==> config.mk <==
export PLATFORM = sky130hd
export DESIGN_NAME = doc_dac_update_ctrl
export DESIGN_NICKNAME = d
export VERILOG_FILES = /design/src/doc_pkg.sv /design/src/doc_dac_update_ctrl.sv
export SDC_FILE = /design/constraint.sdc
export NUM_CORES = 2
export LEC_CHECK = 0
export ABC_AREA = 1
export BUFFER_PORTS_ARGS = -buffer_cell sky130_fd_sc_hd__clkbuf_2
export CAP_MARGIN = 0
export CORE_MARGIN = 4
export CORE_UTILIZATION = 45
export DETAILED_ROUTE_END_ITERATION = 10
export PLACE_DENSITY = 0.67
export SYNTH_ARGS = -nofsm -noshare
export SYNTH_HDL_FRONTEND = slang
export SYNTH_SLANG_ARGS = --single-unit
export TNS_END_PERCENT = 10
==> constraint.sdc <==
create_clock -name sys_clk -period 101.2 [get_ports sys_clk]
set_input_delay 10.12 -clock sys_clk [delete_from_list [all_inputs] [get_ports sys_clk]]
set_output_delay 10.12 -clock sys_clk [all_outputs]
set_load 0.01 [all_outputs]
==> src/doc_pkg.sv <==
// Constants, codes and field layout for the eight-channel output update control.
// Assumes a single system clock; the serial link is sampled, not clocked from.
package doc_pkg;
	localparam int CHANNELS = 8;
	localparam int CODE_W = 12;
	localparam int CH_W = 3;
	localparam int COEF_W = 16;
	localparam int FRAME_W = 32;
	localparam int FRAME_CNT_W = 6;
	// Frame layout, first bit on the wire is bit 31
	localparam int F_OP_HI = 31;
	localparam int F_OP_LO = 28;
	localparam int F_CH_HI = 27;
	localparam int F_CH_LO = 25;
	localparam int F_CAL_SEL = 24;
	localparam int F_DATA_HI = 15;
	localparam int F_DATA_LO = 0;
	localparam int F_CFG_HI = 2;
	localparam int F_CFG_LO = 0;
	localparam int F_MODE = 4;
	// Commands
	localparam logic [3:0] OP_WRITE_CODE = 4'h1;
	localparam logic [3:0] OP_UPDATE_ALL_STROBE = 4'h2;
	localparam logic [3:0] OP_OUTPUT_CONFIG = 4'h3;
	localparam logic [3:0] OP_CALIBRATE_CHANNEL = 4'h4;
	// Output ranges
	localparam logic [1:0] RANGE_2V5 = 2'h0;
	localparam logic [1:0] RANGE_5V = 2'h1;
	localparam logic [1:0] RANGE_10V = 2'h2;
	localparam logic [1:0] RANGE_20V = 2'h3;
	localparam int RANGES = 4;
	localparam logic [2:0] CFG_MAX = 3'h5;
	localparam logic [2:0] CFG_RESET = 3'h2;
	localparam logic MODE_ASYNC = 1'b0;
	localparam logic MODE_SYNC = 1'b1;
	localparam logic [11:0] CODE_RESET = 12'h000;
	localparam logic [15:0] CODE_MAX = 16'h0FFF;
	// Factory constants loaded at reset
	localparam logic [15:0] GAIN_MEASURED = 16'h1000;
	localparam logic [15:0] GAIN_TYPICAL = 16'h1000;
	localparam logic [15:0] OFFSET_MEASURED = 16'h0000;
	localparam logic [15:0] OFFSET_TYPICAL = 16'h0000;
	// Startup sequence length
	localparam int INIT_TIME_NS = 1000;
	localparam int CLK_PERIOD_NS = 4;
	localparam int INIT_CYCLES = (INIT_TIME_NS + CLK_PERIOD_NS - 1) / CLK_PERIOD_NS;
	typedef enum logic [1:0] {
		ST_INIT = 2'b01,
		ST_RUN = 2'b10
	} doc_state_e;
endpackage

==> src/doc_dac_update_ctrl.sv <==
// Output update control: serial frame receiver, code holding, strobe, calibration.
// Link pins come from the master's domain and are synchronised before use.
`timescale 1ns/10ps
`default_nettype none
module doc_dac_update_ctrl #(
	parameter int INIT_CYCLES = doc_pkg::INIT_CYCLES
) (
	input wire logic sys_clk,
	input wire logic rst,
	input wire logic linkClk,
	input wire logic linkSelN,
	input wire logic linkData,
	input wire logic [2:0] rdChannel,
	output logic statusIndicator,
	output logic [7:0][11:0] dacCode,
	output logic [7:0] dacLoad,
	output logic [1:0] rangeLow,
	output logic [1:0] rangeHigh,
	output logic updateMode,
	output logic [2:0] rangeConfig,
	output logic [15:0] rdGain,
	output logic [15:0] rdOffset,
	output logic rdMode
);
	if (INIT_CYCLES < 1 || INIT_CYCLES > 65535)
		$error("INIT_CYCLES must lie in 1..65535");

	// Range of one channel under a configuration code
	function automatic logic [1:0] rangeOf(input logic [2:0] cfg,
		input logic [2:0] ch);
		logic lowPair;
		lowPair = (ch < 3'h2);
		case (cfg)
			3'h0: rangeOf = lowPair ? doc_pkg::RANGE_2V5 : doc_pkg::RANGE_10V;
			3'h1: rangeOf = lowPair ? doc_pkg::RANGE_5V : doc_pkg::RANGE_10V;
			3'h2: rangeOf = doc_pkg::RANGE_10V;
			3'h3: rangeOf = lowPair ? doc_pkg::RANGE_5V : doc_pkg::RANGE_20V;
			3'h4: rangeOf = lowPair ? doc_pkg::RANGE_10V : doc_pkg::RANGE_20V;
			3'h5: rangeOf = doc_pkg::RANGE_20V;
			default: rangeOf = doc_pkg::RANGE_10V;
		endcase
	endfunction

	// Link receiver state
	logic [2:0] clkSync;
	logic [1:0] selSync;
	logic [1:0] datSync;
	logic [31:0] shiftReg;
	logic [5:0] bitCnt;
	logic frameDone;
	logic [31:0] frame;
	logic [31:0] next_shiftReg;
	logic [5:0] next_bitCnt;
	logic next_frameDone;
	logic [31:0] next_frame;
	logic clkRise;
	logic selActive;

	assign clkRise = clkSync[1] & ~clkSync[2];
	assign selActive = ~selSync[1];

	always_comb
	begin
		next_shiftReg = shiftReg;
		next_bitCnt = bitCnt;
		next_frameDone = 1'b0;
		next_frame = frame;
		// Dropping select mid-frame discards the partial frame
		if (!selActive)
		begin
			next_bitCnt = '0;
		end
		else if (clkRise)
		begin
			next_shiftReg = {shiftReg[30:0], datSync[1]};
			if (bitCnt == 6'(doc_pkg::FRAME_W - 1))
			begin
				next_bitCnt = '0;
				next_frameDone = 1'b1;
				next_frame = {shiftReg[30:0], datSync[1]};
			end
			else
			begin
				next_bitCnt = bitCnt + 6'h01;
			end
		end
	end

	always_ff @(posedge sys_clk or posedge rst)
	begin
		if (rst)
		begin
			clkSync <= 3'h0;
			selSync <= 2'h3;
			datSync <= 2'h0;
			shiftReg <= 32'h00000000;
			bitCnt <= 6'h00;
			frameDone <= 1'b0;
			frame <= 32'h00000000;
		end
		else
		begin
			clkSync <= {clkSync[1:0], linkClk};
			selSync <= {selSync[0], linkSelN};
			datSync <= {datSync[0], linkData};
			shiftReg <= next_shiftReg;
			bitCnt <= next_bitCnt;
			frameDone <= next_frameDone;
			frame <= next_frame;
		end
	end

	// Core state
	doc_pkg::doc_state_e state;
	doc_pkg::doc_state_e next_state;
	logic [15:0] initCnt;
	logic [15:0] next_initCnt;
	logic [11:0] held [8];
	logic [11:0] next_held [8];
	logic [15:0] calGain [4][8];
	logic [15:0] calOffset [4][8];
	logic [15:0] next_calGain [4][8];
	logic [15:0] next_calOffset [4][8];
	logic [7:0][11:0] next_dacCode;
	logic [7:0] next_dacLoad;
	logic next_updateMode;
	logic [2:0] next_rangeConfig;
	logic next_statusIndicator;
	logic [1:0] next_rangeLow;
	logic [1:0] next_rangeHigh;
	logic [15:0] next_rdGain;
	logic [15:0] next_rdOffset;
	logic [3:0] op;
	logic [2:0] ch;
	logic [15:0] data;
	logic [1:0] calRange;
	logic [1:0] rdRange;

	assign op = frame[doc_pkg::F_OP_HI:doc_pkg::F_OP_LO];
	assign ch = frame[doc_pkg::F_CH_HI:doc_pkg::F_CH_LO];
	assign data = frame[doc_pkg::F_DATA_HI:doc_pkg::F_DATA_LO];
	assign calRange = rangeOf(rangeConfig, ch);
	assign rdRange = rangeOf(rangeConfig, rdChannel);

	always_comb
	begin
		next_state = state;
		next_initCnt = initCnt;
		next_held = held;
		next_calGain = calGain;
		next_calOffset = calOffset;
		next_dacCode = dacCode;
		next_dacLoad = 8'h00;
		next_updateMode = updateMode;
		next_rangeConfig = rangeConfig;
		case (state)
			doc_pkg::ST_INIT:
			begin
				if (initCnt == 16'(INIT_CYCLES - 1))
					next_state = doc_pkg::ST_RUN;
				else
					next_initCnt = initCnt + 16'h0001;
			end
			doc_pkg::ST_RUN:
			begin
				// Frames that land during startup are dropped
				if (frameDone)
				begin
					case (op)
						doc_pkg::OP_WRITE_CODE:
						begin
							if (data <= doc_pkg::CODE_MAX)
							begin
								next_held[ch] = data[11:0];
								if (updateMode == doc_pkg::MODE_ASYNC)
								begin
									next_dacCode[ch] = data[11:0];
									next_dacLoad[ch] = 1'b1;
								end
							end
						end
						doc_pkg::OP_UPDATE_ALL_STROBE:
						begin
							if (updateMode == doc_pkg::MODE_SYNC)
							begin
								for (int i = 0; i < doc_pkg::CHANNELS; i++)
									next_dacCode[i] = held[i];
								next_dacLoad = 8'hFF;
							end
						end
						doc_pkg::OP_OUTPUT_CONFIG:
						begin
							// Out-of-table range codes leave the range alone
							if (data[2:0] <= doc_pkg::CFG_MAX)
								next_rangeConfig = data[2:0];
							next_updateMode = data[doc_pkg::F_MODE];
						end
						doc_pkg::OP_CALIBRATE_CHANNEL:
						begin
							// Only the entry of the channel's current range moves
							if (frame[doc_pkg::F_CAL_SEL])
								next_calOffset[calRange][ch] = data;
							else
								next_calGain[calRange][ch] = data;
						end
						default:
						begin
						end
					endcase
				end
			end
			default:
			begin
				next_state = doc_pkg::ST_INIT;
			end
		endcase
		next_statusIndicator = (next_state == doc_pkg::ST_INIT)
			| selActive;
		next_rangeLow = rangeOf(next_rangeConfig, 3'h0);
		next_rangeHigh = rangeOf(next_rangeConfig, 3'h2);
		next_rdGain = calGain[rdRange][rdChannel];
		next_rdOffset = calOffset[rdRange][rdChannel];
	end

	always_ff @(posedge sys_clk or posedge rst)
	begin
		if (rst)
		begin
			state <= doc_pkg::ST_INIT;
			initCnt <= 16'h0000;
			for (int i = 0; i < doc_pkg::CHANNELS; i++)
			begin
				held[i] <= doc_pkg::CODE_RESET;
				for (int r = 0; r < doc_pkg::RANGES; r++)
				begin
					// Measured constants for 0-10 V, typical for the rest
					if (r == doc_pkg::RANGE_10V)
					begin
						calGain[r][i] <= doc_pkg::GAIN_MEASURED;
						calOffset[r][i] <= doc_pkg::OFFSET_MEASURED;
					end
					else
					begin
						calGain[r][i] <= doc_pkg::GAIN_TYPICAL;
						calOffset[r][i] <= doc_pkg::OFFSET_TYPICAL;
					end
				end
			end
			dacCode <= '0;
			dacLoad <= 8'h00;
			updateMode <= doc_pkg::MODE_ASYNC;
			rangeConfig <= doc_pkg::CFG_RESET;
			statusIndicator <= 1'b1;
			rangeLow <= doc_pkg::RANGE_10V;
			rangeHigh <= doc_pkg::RANGE_10V;
			rdGain <= 16'h0000;
			rdOffset <= 16'h0000;
			rdMode <= doc_pkg::MODE_ASYNC;
		end
		else
		begin
			state <= next_state;
			initCnt <= next_initCnt;
			held <= next_held;
			calGain <= next_calGain;
			calOffset <= next_calOffset;
			dacCode <= next_dacCode;
			dacLoad <= next_dacLoad;
			updateMode <= next_updateMode;
			rangeConfig <= next_rangeConfig;
			statusIndicator <= next_statusIndicator;
			rangeLow <= next_rangeLow;
			rangeHigh <= next_rangeHigh;
			rdGain <= next_rdGain;
			rdOffset <= next_rdOffset;
			rdMode <= updateMode;
		end
	end
endmodule
`default_nettype wire

==> impl_metrics.ini <==
[die]
start_util_pct = 45.5
row_count = 133
fp.dieArea_um2 = 139000
die_h_um = 373
core_um2 = 132000
io_pins = 154
die_w_um = 373

[logic_synthesis]
synth_async_sr_flop_share_pct = 100
syn-num-nets = 7337
ys_seq_area_share_pct = 56.4
ys_ff_latch = 1352
synth_xor_area_share_pct = 0.263
synth_edf_count = 0
synthAdderAreaFrac_pct = 0.125
synth_mux_area_share_pct = 0
synth_area_um2 = 60000
postSynthAreaPerCell_um2 = 8.20
synth_ff_type = dfrtp_1
synth_top_family_by_area = simple AND/OR/NAND/NOR gates
synth_compound_area_share_pct = 8.17
ys_types = 36
ys_warn_count = 0
postSynthCellCount = 7323
synthSimpleGateAreaFrac_pct = 25.6

[sta]
worst_pin_slew_ns = 1.29
min_period_over_period_pct = 14.7
setup_ws_ns = 86.34
max_freq_ghz = 0.0673
period_minus_slack_ns = 14.86
hold_slack_ns = 0.350
slew_headroom_pct = 13.5
setup_viol = 0
drv_slew = 0
finalHoldViolCount = 0
fin_worst_skew_ns = 0.0262
rsz0062_at_grt = no
finalSetupTns_ns = 0

[global_routing]
grt_overflow = 0
grt.busiest_layer = met2
grt_max_degree = 223
grtUsageMet1_pct = 34.7
grt_pass1_wl_um = 273000
gr-usage-met2_pct = 38.3
grt_pass1_vias = 46400
use_met3_pct = 4.49
grt_antenna_before_repair = 4
grt.total_usage_pct = 24.5

[placement]
dp_worst_setup_slack_ns = 85.72
dp_hpwl_um = 96400
place_inst = 8397
port_buffers = 152
gp_congestion = 0.821

[routing]
drc = 0
routed_via_density = 5.45
wl_per_cell_um = 19.7
dr.first_iter.drc_count = 5002
via_count = 47100
wl_um = 171000
drt-pass1-iter-count = 6
ant_nets = 0

[cells_and_area]
final_nets = 6802
finish.cell_count_without_fillers = 8655
drive_above_1_share_pct = 8.13
final_common_cell = nand2_1
areaGrowthSynthToFinish_pct = 8.21
layout_common_cells = 2128 x nand2_1, 1314 x dfrtp_1, 1149 x nand3_1

[critical_path]
worst_setup_path_start_kind = primary input
cp.required_ns = 101.90
end_kind = flip-flop
crit_start = rdChannel[2]
crit_fanout = 105
criticalPathCategory = primary input to flip-flop
r2r-start = rangeConfig[2]
cp_data_arrival_time_ns = 15.56

[pwr]
p_leak_uw = 0.0310
ir_drop_mv = 0.0178
powerDensity_nw_per_um2 = 17.5

[clock_tree]
cts_setup_buffers = 0
hold_buffers = 0
cts.clk_slew.worst_paths_ns = 0.06
clkLatencyLatePin_ns = 0.78
clk_path_buf_depth = 3
numCtsBuffers = 144
cts_sinks = 1352
root_buffer = clkbuf_16
ctsResizeCount = 0
cts_max_level = 4
cts_tree = built

[hold_path]
min_path_type = flip-flop to flip-flop
hold_start = clkSync[0]

[job]
cap_violations = 0

[status]
status = completed
==> worst max-delay path, stage by stage <==
cell and delay [ns]:
clkbuf_2 0.33, buf_4 0.40, nor2_4 0.47, nand3_4 0.63
inv_8 0.82, buf_4 0.93, buf_4 0.82, nand3_1 0.17
nand3_1 0.17, nand3_1 0.14, nand2_1 0.12, nand2_1 0.06
nand2_1 0.12
==> logic make-up (layout without fill, tap and decap cells) <==
family,count (synthesis),in the layout
AND/OR/NAND/NOR,3567,3567
buffers and inverters,1440,1015
flip-flops,1352,1352
AO/OA/AOI/OAI,939,939
XOR/XNOR,18,18
adder cells (fa/ha/maj),6,6
other,1,3
==> cells in the mapped netlist, types with 2 or more instances <==
cell type	number	area, um2
clkinv_1	2	7.51
nand3_1	1156	5790
ha_1	6	75.1
clkbuf_1	738	2770
buf_4	8	60.1
nor2_2	2	12.5
a21oi_1	28	140
dfrtp_1	1314	32900
nor2_1	122	458
nand2_1	2130	8000
inv_2	6	22.5
a31oi_1	72	450
buf_2	127	636
buf_1	47	176
o21ai_0	825	4130
dfstp_2	38	998
nor3_1	10	50.1
nand4_1	12	75.1
inv_1	500	1880
a21oi_4	9	146
xnor2_1	9	78.8
clkbuf_2	12	60.1
nor4_1	10	62.6
o22ai_1	2	12.5
nand3b_1	119	893
xor2_1	9	78.8
==> worst paths after layout <==
path                                       end  depth (start not counted)  slack, ns
worst min register to register      clkSync[1]                          0       0.35
worst max register to register      rdGain[12]                         13      95.94
max in group asynchronous         shiftReg[22]                          6      87.65
worst max-delay path                rdGain[12]                         13      86.34
min in group asynchronous       calOffset[438]                          2       9.57
worst min-delay path                clkSync[1]                          0       0.35
==> through the flow <==
step | area (um2) | util, % | total power, uW
floorplan | 60000 | - | 590
global placement | 60200 | 45.6 | 608
detailed placement | 60200 | 45.6 | 608
CTS | 64900 | 49.2 | 1140
global route | 64900 | 49.2 | 1170
finish | 64900 | 49.2 | 1140
==> per-layer routing <==
layer / vias to the layer above / part of all wire (%)
met5: - / 0.0053
met4: 2 / 3.4
met2: 1827 / 45
met1: 22800 / 44
met3: 362 / 7.6
li1: 22100 / -
==> power by group <==
| group | switching (uW) | total, uW | internal (uW) |
|---|---|---|---|
| Sequential | 2.63 | 546 | 543 |
| Clock | 220 | 538 | 318 |
| Combinational | 42.1 | 52.3 | 10.2 |
| Total | 265 | 1140 | 871 |
==> area by class of cell <==
class,instances,area (um2)
antenna,2,5.00
multi-input combinational,4531,20600
tap,1755,2200
fill,12300,67000
timing repair buffer,251,1520
inverter,508,1920
clock buffer,219,4300
sequential,1352,33900
clock inverter,37,478
==> state kept, by name, summed over array words and instances (netlist names), 2 cells and up <==
register / cells
bitCnt: 6
calGain: 512
calOffset: 512
clkSync: 3
dacCode: 96
dacLoad: 8
datSync: 2
frame: 24
held: 96
initCnt: 16
rangeConfig: 3
rangeLow: 2
rdGain: 16
rdOffset: 16
selSync: 2
shiftReg: 31
state: 2
Note: power is estimated with default switching activity, not from simulation.
